==> src/verilog/boot_mode_pkg.sv <==
/*
  constants, types and decode helpers for the operating-mode and boot-rom
  control block.
  assumes a single 25 MHz clock and an axi4-lite register bus.
*/
// Notes on behaviour
// pin a at reset release sets expanded bit
// inverted pin b at release sets special bit
// two bits decode four operating modes
// boot rom visible at reset only in bootstrap
// rom-visible writable only in special modes
// boot rom decoded only while visible bit set
// boot rom holds 192 bytes
// special mode forces a14 low on vectors
// mode bits writable only in special mode
// secured part ignores pin a at reset
// security unlock only in bootstrap after erase
// serial rates 7812 and 1200 baud
// host sends all-ones first character
// start edge, centre samples, stop framing check
// first char c0 or e0 selects 1200 baud
// mode captured at release, stable until write
package boot_mode_pkg;

  // ----------------------------------------------------------------
  // register map (byte addresses)
  // ----------------------------------------------------------------
  localparam logic [11:0] OFS_MODE   = 12'h000;
  localparam logic [11:0] OFS_STATUS = 12'h004;
  localparam logic [11:0] OFS_SEC    = 12'h008;
  localparam logic [11:0] OFS_ROM    = 12'h100;

  // field positions
  localparam int BIT_EXPANDED = 0;
  localparam int BIT_SPECIAL  = 1;
  localparam int BIT_ROM_VIS  = 2;
  localparam int BIT_UNLOCK   = 0;
  localparam int BIT_SEC_ACT  = 4;
  localparam int BIT_ALT_BAUD = 5;
  localparam int BIT_FIRST    = 6;
  localparam int BIT_FRAME    = 7;
  localparam int BIT_A14      = 14;

  // reset values
  localparam logic [2:0]  MODE_RESET = 3'h0;
  localparam logic [31:0] DATA_ZERO  = 32'h0000_0000;

  // boot rom placement
  localparam int          ROM_BYTES = 192;
  localparam logic [15:0] ROM_BASE  = 16'hbf40;
  localparam logic [15:0] ROM_LAST  = 16'hbfff;

  // serial timing
  localparam int          CLK_HZ    = 25_000_000;
  localparam int          BAUD_FAST = 7812;
  localparam int          BAUD_SLOW = 1200;
  localparam logic [15:0] FAST_LEN  = 16'(CLK_HZ / BAUD_FAST);
  localparam logic [7:0]  ALT_CHAR_A = 8'hc0;
  localparam logic [7:0]  ALT_CHAR_B = 8'he0;

  localparam logic [1:0] RESP_OKAY   = 2'h0;
  localparam logic [1:0] RESP_SLVERR = 2'h2;

  typedef enum logic [3:0] {
    MODE_SINGLE   = 4'b0001,
    MODE_EXPANDED = 4'b0010,
    MODE_BOOT     = 4'b0100,
    MODE_TEST     = 4'b1000
  } op_mode_t;

  typedef enum logic [3:0] {
    RX_IDLE  = 4'b0001,
    RX_START = 4'b0010,
    RX_DATA  = 4'b0100,
    RX_STOP  = 4'b1000
  } rx_state_t;

  typedef struct packed {
    logic rom_vis;
    logic special;
    logic expanded;
  } mode_bits_t;

  // select bits to operating mode
  function automatic op_mode_t decode_mode(input mode_bits_t m);
    case ({m.special, m.expanded})
      2'b00:   decode_mode = MODE_SINGLE;
      2'b01:   decode_mode = MODE_EXPANDED;
      2'b10:   decode_mode = MODE_BOOT;
      default: decode_mode = MODE_TEST;
    endcase
  endfunction : decode_mode

endpackage : boot_mode_pkg

==> src/verilog/boot_mode_select.sv <==
/*
  operating-mode selection, boot rom visibility, vector remap, security
  and first-character baud detection, with an axi4-lite register slave.
  assumes mode and rx pins are asynchronous and reset is held >= 4 edges.
*/
// The AXI4-Lite interface to the registers and the address map were chosen for this implementation.
`timescale 1ns/1ps
module boot_mode_select #(
  parameter int SLOW_BIT_CYC = boot_mode_pkg::CLK_HZ / boot_mode_pkg::BAUD_SLOW
) (
  input  wire logic        aclk,
  input  wire logic        aresetn,
  input  wire logic [11:0] awaddr,
  input  wire logic        awvalid,
  output logic             awready,
  input  wire logic [31:0] wdata,
  input  wire logic [3:0]  wstrb,
  input  wire logic        wvalid,
  output logic             wready,
  output logic [1:0]       bresp,
  output logic             bvalid,
  input  wire logic        bready,
  input  wire logic [11:0] araddr,
  input  wire logic        arvalid,
  output logic             arready,
  output logic [31:0]      rdata,
  output logic [1:0]       rresp,
  output logic             rvalid,
  input  wire logic        rready,
  input  wire logic        mode_pin_a,
  input  wire logic        mode_pin_b,
  input  wire logic        security_disable_bit,
  input  wire logic        mem_erased,
  input  wire logic [15:0] cpu_addr,
  input  wire logic        cpu_vec_fetch,
  output logic [15:0]      mapped_addr,
  output logic             rom_sel,
  output logic [7:0]       rom_data,
  input  wire logic        rx_pin,
  output logic [7:0]       rx_byte,
  output logic             rx_valid,
  output logic [3:0]       op_mode,
  output logic             security_active
);

  localparam logic [15:0] SLOW_LEN = SLOW_BIT_CYC[15:0];

  // ----------------------------------------------------------------
  // pin synchronisers and agreement filter
  // ----------------------------------------------------------------
  logic [2:0] sync1_ff, sync2_ff, sync3_ff, filt_ff;
  logic       pin_a_f, pin_b_f, rx_f;

  // three stages, no reset so values are valid at release
  always_ff @(posedge aclk) begin
    sync1_ff <= {rx_pin, mode_pin_b, mode_pin_a};
    sync2_ff <= sync1_ff;
    sync3_ff <= sync2_ff;
    for (int i = 0; i < 3; i++) begin
      if (sync2_ff[i] == sync3_ff[i]) begin
        filt_ff[i] <= sync3_ff[i];
      end
    end
  end
  assign pin_a_f = filt_ff[0];
  assign pin_b_f = filt_ff[1];
  assign rx_f    = filt_ff[2];

  // ----------------------------------------------------------------
  // axi4-lite slave
  // ----------------------------------------------------------------
  logic [11:0] aw_addr_ff;
  logic [31:0] w_data_ff;
  logic        aw_full_ff, w_full_ff, w_lane0_ff, bvalid_ff, rvalid_ff;
  logic [1:0]  bresp_ff, rresp_ff;
  logic [31:0] rdata_ff;
  logic        do_wr, wr_mode, wr_status, wr_sec, wr_rom, wr_hit;

  // word offset into the rom image window, or all ones
  function automatic logic [7:0] rom_index(input logic [11:0] a);
    logic [11:0] d;
    d = a - boot_mode_pkg::OFS_ROM;
    if (a >= boot_mode_pkg::OFS_ROM && 32'(d[11:2]) < boot_mode_pkg::ROM_BYTES) begin
      rom_index = d[9:2];
    end else begin
      rom_index = 8'hff;
    end
  endfunction : rom_index

  assign awready = !aw_full_ff;
  assign wready  = !w_full_ff;
  assign arready = !rvalid_ff;
  assign bvalid  = bvalid_ff;
  assign bresp   = bresp_ff;
  assign rvalid  = rvalid_ff;
  assign rresp   = rresp_ff;
  assign rdata   = rdata_ff;
  assign do_wr   = aw_full_ff && w_full_ff && !bvalid_ff;

  // write address decode
  always_comb begin
    wr_mode   = 1'b0;
    wr_status = 1'b0;
    wr_sec    = 1'b0;
    wr_rom    = 1'b0;
    if (aw_addr_ff == boot_mode_pkg::OFS_MODE) begin
      wr_mode = do_wr && w_lane0_ff;
    end else if (aw_addr_ff == boot_mode_pkg::OFS_STATUS) begin
      wr_status = do_wr && w_lane0_ff;
    end else if (aw_addr_ff == boot_mode_pkg::OFS_SEC) begin
      wr_sec = do_wr && w_lane0_ff;
    end else if (rom_index(aw_addr_ff) != 8'hff) begin
      wr_rom = do_wr && w_lane0_ff;
    end
  end
  assign wr_hit = (aw_addr_ff == boot_mode_pkg::OFS_MODE) ||
                  (aw_addr_ff == boot_mode_pkg::OFS_STATUS) ||
                  (aw_addr_ff == boot_mode_pkg::OFS_SEC) ||
                  (rom_index(aw_addr_ff) != 8'hff);

  // write channels held until both present, then one response
  always_ff @(posedge aclk) begin
    if (!aresetn) begin
      aw_full_ff <= 1'b0;
      w_full_ff  <= 1'b0;
      aw_addr_ff <= 12'h000;
      w_data_ff  <= boot_mode_pkg::DATA_ZERO;
      w_lane0_ff <= 1'b0;
      bvalid_ff  <= 1'b0;
      bresp_ff   <= boot_mode_pkg::RESP_OKAY;
    end else begin
      if (awvalid && awready) begin
        aw_full_ff <= 1'b1;
        aw_addr_ff <= {awaddr[11:2], 2'b00};
      end
      if (wvalid && wready) begin
        w_full_ff  <= 1'b1;
        w_data_ff  <= wdata;
        w_lane0_ff <= wstrb[0];
      end
      if (do_wr) begin
        aw_full_ff <= 1'b0;
        w_full_ff  <= 1'b0;
        bvalid_ff  <= 1'b1;
        bresp_ff   <= wr_hit ? boot_mode_pkg::RESP_OKAY : boot_mode_pkg::RESP_SLVERR;
      end else if (bvalid_ff && bready) begin
        bvalid_ff <= 1'b0;
      end
    end
  end

  // ----------------------------------------------------------------
  // mode register
  // ----------------------------------------------------------------
  boot_mode_pkg::mode_bits_t mode_ff;
  boot_mode_pkg::op_mode_t   cur_mode;
  logic                      in_reset_ff, capture;

  assign capture  = in_reset_ff && aresetn;
  assign cur_mode = boot_mode_pkg::decode_mode(mode_ff);

  // marks the first edge after reset release
  always_ff @(posedge aclk) begin
    if (!aresetn) begin
      in_reset_ff <= 1'b1;
    end else begin
      in_reset_ff <= 1'b0;
    end
  end

  // pin capture at release, privileged software writes after
  always_ff @(posedge aclk) begin
    if (!aresetn) begin
      mode_ff <= boot_mode_pkg::MODE_RESET;
    end else if (capture) begin
      mode_ff.expanded <= pin_a_f && security_disable_bit;
      mode_ff.special  <= !pin_b_f;
      mode_ff.rom_vis  <= !pin_b_f && !(pin_a_f && security_disable_bit);
    end else if (wr_mode && mode_ff.special) begin
      mode_ff.expanded <= w_data_ff[boot_mode_pkg::BIT_EXPANDED];
      mode_ff.special  <= w_data_ff[boot_mode_pkg::BIT_SPECIAL];
      // cleared whenever the result is a normal mode
      mode_ff.rom_vis  <= w_data_ff[boot_mode_pkg::BIT_ROM_VIS] &&
                          w_data_ff[boot_mode_pkg::BIT_SPECIAL];
    end
  end

  // ----------------------------------------------------------------
  // security unlock
  // ----------------------------------------------------------------
  logic unlocked_ff, sec_act_ff;

  // unlock only from bootstrap once memories are erased
  always_ff @(posedge aclk) begin
    if (!aresetn) begin
      unlocked_ff <= 1'b0;
      sec_act_ff  <= 1'b0;
    end else begin
      if (wr_sec && w_data_ff[boot_mode_pkg::BIT_UNLOCK] &&
          cur_mode == boot_mode_pkg::MODE_BOOT && mem_erased) begin
        unlocked_ff <= 1'b1;
      end
      sec_act_ff <= !security_disable_bit && !unlocked_ff;
    end
  end
  assign security_active = sec_act_ff;
  assign op_mode         = cur_mode;

  // ----------------------------------------------------------------
  // vector remap and boot rom decode
  // ----------------------------------------------------------------
  logic [15:0] eff_addr, rom_off;
  logic        rom_hit;
  logic [15:0] mapped_ff;
  logic        rom_sel_ff;

  always_comb begin
    eff_addr = cpu_addr;
    if (cpu_vec_fetch && mode_ff.special) begin
      eff_addr[boot_mode_pkg::BIT_A14] = 1'b0;
    end
  end
  assign rom_hit = mode_ff.rom_vis && eff_addr >= boot_mode_pkg::ROM_BASE &&
                   eff_addr <= boot_mode_pkg::ROM_LAST;
  assign rom_off = eff_addr - boot_mode_pkg::ROM_BASE;

  // address out and rom select line up with rom read data
  always_ff @(posedge aclk) begin
    if (!aresetn) begin
      mapped_ff  <= 16'h0000;
      rom_sel_ff <= 1'b0;
    end else begin
      mapped_ff  <= eff_addr;
      rom_sel_ff <= rom_hit;
    end
  end
  assign mapped_addr = mapped_ff;
  assign rom_sel     = rom_sel_ff;

  boot_rom_mem u_rom (
    .aclk    (aclk),
    .wr_en   (wr_rom && mode_ff.special),
    .wr_addr (rom_index(aw_addr_ff)),
    .wr_data (w_data_ff[7:0]),
    .rd_addr (rom_off[7:0]),
    .rd_data (rom_data)
  );

  // ----------------------------------------------------------------
  // serial receiver with first-character baud detection
  // ----------------------------------------------------------------
  boot_mode_pkg::rx_state_t rx_st_ff;
  logic [15:0] cnt_ff, bit_len;
  logic [7:0]  shift_ff, rx_byte_ff;
  logic [2:0]  nbits_ff;
  logic        rx_prev_ff, rx_valid_ff, alt_ff, first_ff, frame_ff, tick, stop_ok;

  assign bit_len = alt_ff ? SLOW_LEN : boot_mode_pkg::FAST_LEN;
  assign tick    = cnt_ff == 16'h0000;
  assign stop_ok = rx_st_ff == boot_mode_pkg::RX_STOP && tick && rx_f;

  // bit sampler: falling edge, centre of start, data, stop
  always_ff @(posedge aclk) begin
    if (!aresetn) begin
      rx_st_ff   <= boot_mode_pkg::RX_IDLE;
      cnt_ff     <= 16'h0000;
      shift_ff   <= 8'h00;
      nbits_ff   <= 3'h0;
      rx_prev_ff <= 1'b1;
    end else begin
      rx_prev_ff <= rx_f;
      if (!tick) begin
        cnt_ff <= cnt_ff - 16'h0001;
      end
      case (rx_st_ff)
        boot_mode_pkg::RX_IDLE: begin
          if (rx_prev_ff && !rx_f) begin
            rx_st_ff <= boot_mode_pkg::RX_START;
            cnt_ff   <= (bit_len >> 1) - 16'h0001;
          end
        end
        boot_mode_pkg::RX_START: begin
          if (tick) begin
            rx_st_ff <= rx_f ? boot_mode_pkg::RX_IDLE : boot_mode_pkg::RX_DATA;
            cnt_ff   <= bit_len - 16'h0001;
            nbits_ff <= 3'h0;
          end
        end
        boot_mode_pkg::RX_DATA: begin
          if (tick) begin
            shift_ff <= {rx_f, shift_ff[7:1]};
            nbits_ff <= nbits_ff + 3'h1;
            cnt_ff   <= bit_len - 16'h0001;
            if (nbits_ff == 3'h7) begin
              rx_st_ff <= boot_mode_pkg::RX_STOP;
            end
          end
        end
        default: begin
          if (tick) begin
            rx_st_ff <= boot_mode_pkg::RX_IDLE;
          end
        end
      endcase
    end
  end

  // byte delivery, first-character rate choice, framing flag
  always_ff @(posedge aclk) begin
    if (!aresetn) begin
      rx_byte_ff  <= 8'h00;
      rx_valid_ff <= 1'b0;
      alt_ff      <= 1'b0;
      first_ff    <= 1'b0;
      frame_ff    <= 1'b0;
    end else begin
      rx_valid_ff <= stop_ok;
      if (stop_ok) begin
        rx_byte_ff <= shift_ff;
        first_ff   <= 1'b1;
        if (!first_ff && (shift_ff == boot_mode_pkg::ALT_CHAR_A ||
                          shift_ff == boot_mode_pkg::ALT_CHAR_B)) begin
          alt_ff <= 1'b1;
        end
      end
      // a new framing error wins over a software clear
      if (rx_st_ff == boot_mode_pkg::RX_STOP && tick && !rx_f) begin
        frame_ff <= 1'b1;
      end else if (wr_status && w_data_ff[boot_mode_pkg::BIT_FRAME]) begin
        frame_ff <= 1'b0;
      end
    end
  end
  assign rx_byte  = rx_byte_ff;
  assign rx_valid = rx_valid_ff;

  // ----------------------------------------------------------------
  // read channel
  // ----------------------------------------------------------------
  always_ff @(posedge aclk) begin
    if (!aresetn) begin
      rvalid_ff <= 1'b0;
      rdata_ff  <= boot_mode_pkg::DATA_ZERO;
      rresp_ff  <= boot_mode_pkg::RESP_OKAY;
    end else if (arvalid && arready) begin
      rvalid_ff <= 1'b1;
      rresp_ff  <= boot_mode_pkg::RESP_OKAY;
      rdata_ff  <= boot_mode_pkg::DATA_ZERO;
      if ({araddr[11:2], 2'b00} == boot_mode_pkg::OFS_MODE) begin
        rdata_ff <= {29'h0, mode_ff};
      end else if ({araddr[11:2], 2'b00} == boot_mode_pkg::OFS_STATUS) begin
        rdata_ff <= {16'h0, rx_byte_ff, frame_ff, first_ff, alt_ff, sec_act_ff, cur_mode};
      end else if ({araddr[11:2], 2'b00} == boot_mode_pkg::OFS_SEC) begin
        rdata_ff <= {31'h0, unlocked_ff};
      end else begin
        rresp_ff <= boot_mode_pkg::RESP_SLVERR;
      end
    end else if (rvalid_ff && rready) begin
      rvalid_ff <= 1'b0;
    end
  end
endmodule : boot_mode_select

==> src/verilog/boot_rom_mem.sv <==
/*
  boot rom image store: one write port, one registered read port.
  assumes writes come only from privileged software in special modes.
*/
`timescale 1ns/1ps
module boot_rom_mem (
  input  wire logic       aclk,
  input  wire logic       wr_en,
  input  wire logic [7:0] wr_addr,
  input  wire logic [7:0] wr_data,
  input  wire logic [7:0] rd_addr,
  output logic      [7:0] rd_data
);

  // ----------------------------------------------------------------
  // storage
  // ----------------------------------------------------------------
  logic [7:0] mem [boot_mode_pkg::ROM_BYTES];

  // image write, out-of-range writes dropped
  always_ff @(posedge aclk) begin
    if (wr_en && (32'(wr_addr) < boot_mode_pkg::ROM_BYTES)) begin
      mem[wr_addr] <= wr_data;
    end
  end

  // registered read, out of range reads zero
  always_ff @(posedge aclk) begin
    if (32'(rd_addr) < boot_mode_pkg::ROM_BYTES) begin
      rd_data <= mem[rd_addr];
    end else begin
      rd_data <= 8'h00;
    end
  end

endmodule : boot_rom_mem

==> config.mk <==
export PLATFORM = sky130hd
export DESIGN_NAME = boot_mode_select
export DESIGN_NICKNAME = d
export VERILOG_FILES = /design/src/verilog/boot_mode_pkg.sv /design/src/verilog/boot_mode_select.sv /design/src/verilog/boot_rom_mem.sv
export SDC_FILE = /design/constraint.sdc
export NUM_CORES = 2
export LEC_CHECK = 0
export BUFFER_PORTS_ARGS = -buffer_cell sky130_fd_sc_hd__buf_4
export CAP_MARGIN = 10
export CORE_ASPECT_RATIO = 0.75
export CORE_UTILIZATION = 59
export CTS_CLUSTER_DIAMETER = 50
export DETAILED_ROUTE_END_ITERATION = 10
export PLACE_DENSITY = 0.76
export SLEW_MARGIN = 20
export SYNTH_ARGS = -nofsm -noshare
export SYNTH_HDL_FRONTEND = slang
export SYNTH_SLANG_ARGS = --single-unit
==> constraint.sdc <==
create_clock -name aclk -period 8.3 [get_ports aclk]
set_input_delay 2.075 -clock aclk [delete_from_list [all_inputs] [get_ports aclk]]
set_output_delay 2.075 -clock aclk [all_outputs]
set_load 0.01 [all_outputs]
* Yosys cells after proc, flatten, opt, wreduce, memory -nomap -nowiden
Memory sizes are Yosys's and may differ from the RTL's. A register that Yosys moved wholly into a read port is not among the register bits. Cells that the tools add are included.
Word-level totals: flip-flop bits (word level) 138, bits in writable memories 1536, output and inout bits 80, word-level logic and storage cells 180, memories 1
Operators by class: $add $sub $neg 6, order comparisons 6, eq/ne operators 23, multiplexer cells 49, bitwise logic cells 1, reductions and logical operators 60
Memories:
- u_rom.mem | depth 192, width 8, read ports 1, clocked after Yosys merged registers in 1, wr ports 1, line boot_rom_mem.sv:18 | logic [7:0] mem [boot_mode_pkg::ROM_BYTES];
Operators by type and width (count):
- $mux W16 | 5
- $mux W8 | 4
- $pmux W16 S2 | 1
- $logic_and A1 B1 Y1 | 29
- $pmux W4 S3 | 2
- $mux W1 | 21
- $eq A10 B1 Y1 const B | 2
- $eq A10 B2 Y1 const B | 2
- $mux W4 | 5
- $eq A8 B8 Y1 const B | 2
- $ge A16 B16 Y1 const B | 1
- $le A16 B16 Y1 const B | 1
- $logic_not A16 Y1 | 1
- $lt A8 B8 Y1 const B | 2
- $ne A8 B8 Y1 const B | 2
- $sub A15 B1 Y16 const B | 1
- $sub A16 B1 Y16 const B | 1
- $mux W15 | 1
- $mux W3 | 5
- $sub A14 B1 Y15 const B | 1
- $ge A12 B9 Y1 const B | 1
- $logic_not A12 Y1 | 1
- $reduce_bool A2 Y1 | 6
- $sub A12 B9 Y12 const B | 1
- other kinds (23) | 47

* Logic depth before layout (Yosys ltp)
word-level depth 16, depth in mapped cells 11

* By module
Synthesis repeated with hierarchy kept, for this count alone.
Second synthesis, totals: cells, all modules 3361, area total of the unflattened synthesis 65112.4 um2
By module, submodules not included:
- boot_rom_mem | times used 1, cells each 2809, area each 60191.5 um2, sequential area each 46284.4 um2
- boot_mode_select | times used 1, cells each 552, area each 4921.0 um2, sequential area each 2432.3 um2

* Worst setup path before layout
Ideal clock, no wire load.
path type input port to flip-flop, from input port cpu_addr[1], to register u_rom.rd_data[4] (read register of u_rom.mem), arrival 3.889 ns, data required time 8.185 ns, path slack 4.295 ns, stages 8, buffers on the path 3, path through clkbuf_2 buf_4 clkbuf_1 mux4_2 mux4_2 a211oi_2 o21ai_1 and3_1
Between the ends: word-level cells in the longest chain between the ends 3
RTL lines:
- from (decl) | line boot_mode_select.sv:34 | input wire logic [15:0] cpu_addr,
- $sub A8 B7 Y8 * | line boot_mode_select.sv:225 | assign rom_off = eff_addr - boot_mode_pkg::ROM_BASE;
- $lt A8 B8 Y1 | line boot_rom_mem.sv:29 | if (32'(rd_addr) < boot_mode_pkg::ROM_BYTES) begin
- $logic_not A1 Y1 (no source line)
- to (decl) | line boot_rom_mem.sv:12 | output logic [7:0] rd_data
Mark *: on every way between the ends. The rest lies on a longest branch, timed or not. A chain may end at the register's enable or synchronous reset.

* Worst setup path after layout
from input port cpu_addr[2], to register u_rom.rd_data[0] (read register of u_rom.mem)
The elaborated chain is that of the path after synthesis.

==> results.toml <==
[status]
outcome = "complete, no violations"

[synth]
synth_top_family_by_area = "multiplexers"
synth_area_leaders = "edfxtp_1 (71%), mux4_2 (13%), dfxtp_1 (3.9%)"
avgSynthCellArea_um2 = 19.6
yosys_warnings = 0
synth-seq-cells = 1664
syn_inst = 3302
async_flop_share = 0
synthMuxAreaShare = 0.151
synth_top_area_share = 0.713
synth_compound_area_frac = 0.0298
ys_seq_area_frac = 0.752
synth_edf_count = 1539
synthesis.area_um2 = 64800
synth_xor_area_frac = 0.00230
synth_top_cell_by_area = "edfxtp_1"
ys.flop_type = "edfxtp_1"
synthAdderAreaFrac = 0.00154
synth_cell_types = 78
synthSimpleGateAreaFrac = 0.0448

[clocking]
clockBufferDepth = 3
h-tree-depth = 4
clock_sinks = 1664
cts_made_buffers = 149
clkTransAtPathRegs_ns = 0.06
hold_buffers = 0
insertion_delay_ns = 0.80
post_cts_resize_count = 0
post_cts_buffers = 0
cts_tree = "built"
clock-root-buffer = "clkbuf_16"

[job]
maxCapViolations = 0

[timing]
tns_ns = 0
hold_viol = 0
fin_skew_ns = 0.0289
clock.fmax_mhz = 210
worstMarginPinSlew_ns = 1.12
setup_violations = 0
rsz0062_at_grt = "false"
layout_min_cycle_time_ns = 4.77
fin_crit_sh = 0.575
maxSlewHeadroom = 0.254
drv_slew = 0

[global_route]
grt_usage = 0.286
grt_first_pass_wirelength_mm = 227
grt_overflow = 0
antenna_found_initial = 3
grt_start_max_net_pins = 105
first_global_vias = 33600

[drt]
vias = 33500
drt-pass1-iter-count = 6
drc_errors = 0
avgRoutedWirePerCell_um = 31.2
ant_nets = 0
first_iter_violations = 4657
routed_via_density = 6.73
wl_mm = 156

[cells_and_area]
mostFrequentLayoutCell = "edfxtp_1"
stdcell_area_um2 = 71500
final_util = 0.661
diodes = 0
drive_above_1_share = 0.222
final_cell_mix = "edfxtp_1 (1,539), mux4_2 (388), nor2_1 (282)"
final_cells = 4983
fillCellCount = 6796
nets = 3533
syn2layout_area_growth_pct = 10.3

[place]
dpl.cell_count = 4715
place_congestion = 0.885
dpl-instance-area_um2 = 66900
portBuffers = 119
post-dp-hpwl_mm = 94.8

[floorplanning]
io_pins = 169
coreArea_um2 = 108000
die_x_um = 385
placementRows = 104
initial_core_util = 0.599
die_area_um2 = 111000
die-height_um = 289

[critical_path]
ff2ff_setup_slack_ns = 3.84
path_class = "in2reg"
worst-r2r-cell-count = 8
cp_max_fo = 61
reg2reg_to = "u_rom.mem[160][2]$_DFFE_PP_"
start_kind = "input port"
cp-end-kind = "flip-flop"
crit_path_end = "u_rom.rd_data[0]$_SDFF_PP0_"
critPathRequiredTime_ns = 9.00
cp-startpoint = "cpu_addr[2]"
arrival_ns = 5.47
timing.rr.start = "aw_addr_ff[8]$_SDFFE_PN0P_"

[power]
ir_worst_vdd_mv = 0.233
swShare = 0.219
internal_power_uw = 13200
p_sw_uw = 3700
pwr-share-comb = 0.059
power_frac_seq = 0.552
power_leakage_uw = 0.0234
power.density_nw_per_um2 = 236
clock_power_share = 0.389

[min_path]
worst_hold_path_type = "reg2reg"
hold_path_depth = 0
hold_start = "sync1_ff[2]$_DFF_P_"
-- area by class of cell --
cell class,instances,area (um2),area share
flip-flops and latches,1664,48700,0.682
multi-input cells,1435,14900,0.209
inverters,21,78.8,0.00110
clock inverters,60,419,0.00586
repair buffers,165,1390,0.0195
well taps,1431,1790,0.0250
clock buffers,207,4140,0.0578
-- metal layers --
metal | global-route usage | vias up | routed length (um) | part of all wire
met5 | 0 | - | 13 | 0.000084
li1 | - | 13700 | - | -
met4 | 0.108 | 2 | 5300 | 0.034
met3 | 0.0604 | 312 | 18500 | 0.12
met2 | 0.435 | 2252 | 72500 | 0.47
met1 | 0.414 | 17300 | 59300 | 0.38
-- worst min path at each step --
stage,endpoint,slack (ns)
final,sync2_ff[2]$_DFF_P_,0.33
after global routing,sync2_ff[2]$_DFF_P_,0.33
after CTS,sync2_ff[2]$_DFF_P_,0.33
after detailed placement,sync2_ff[0]$_DFF_P_,0.32
after global placement,sync2_ff[0]$_DFF_P_,0.32
after floorplan,sync2_ff[0]$_DFF_P_,0.31
-- sequential cells by signal (all words and copies together), names as in the netlist, 10 cells and up --
register / cells
rdata: 16
mapped_addr: 16
cnt_ff: 16
aw_addr_ff: 10
u_rom.mem: 1536
-- power groups by stage --
| stage | clock [uW] | sequential (uW) | combinational [uW] |
|---|---|---|---|
| after global routing | 6920 | 9320 | 1050 |
| final | 6570 | 9310 | 997 |
| after CTS | 6620 | 9320 | 979 |
| after floorplan | 0 | 9520 | 612 |
| after global placement | 0 | 9480 | 934 |
| after detailed placement | 0 | 9500 | 969 |
-- metrics by stage --
stage               setup WS [ns]  hold WS, ns  total power (uW)
global placement             2.79        0.320             10400
floorplan                    4.30        0.310             10100
finish                       3.53        0.328             16900
CTS                          3.59        0.328             16900
global route                 3.41        0.332             17300
detailed placement           2.76        0.322             10500
-- synthesized netlist by cell type (6+ instances only) --
cell,instances
inv_1,19
ha_1,8
a21oi_1,63
nor3b_1,6
nor4_1,7
buf_2,54
nor3_1,28
nand2_1,122
nor4b_1,7
a211oi_1,17
clkbuf_1,67
buf_1,9
nand4_1,11
nor2_1,283
o21ai_1,9
nand2b_1,14
a221oi_1,14
a22oi_1,74
a2111oi_0,9
mux2_2,11
mux4_2,388
nor2b_1,42
edfxtp_1,1539
mux2i_1,90
xor2_1,7
o21ai_0,33
nand3_1,47
and3_1,7
o41ai_1,7
dfxtp_1,125
o22ai_1,8
buf_4,44
buf_6,21
and2_1,19
xnor2_1,10
o211ai_1,6
-- critical path, stage by stage --
cell and delay [ns]:
buf_6 0.58, nor2b_2 0.82, buf_4 0.45, a22oi_1 0.21, a31oi_1 0.61, o22ai_1 0.31
a221oi_1 0.34
-- cells by family after synthesis --
logic type / count (synthesis)
AO/OA/AOI/OAI: 282
flip-flops: 1664
XOR/XNOR: 17
adder cells (fa/ha/maj): 8
multiplexers: 489
buffers and inverters: 220
other: 1
AND/OR/NAND/NOR: 621
No activity file was read; power rests on OpenSTA's default activity.
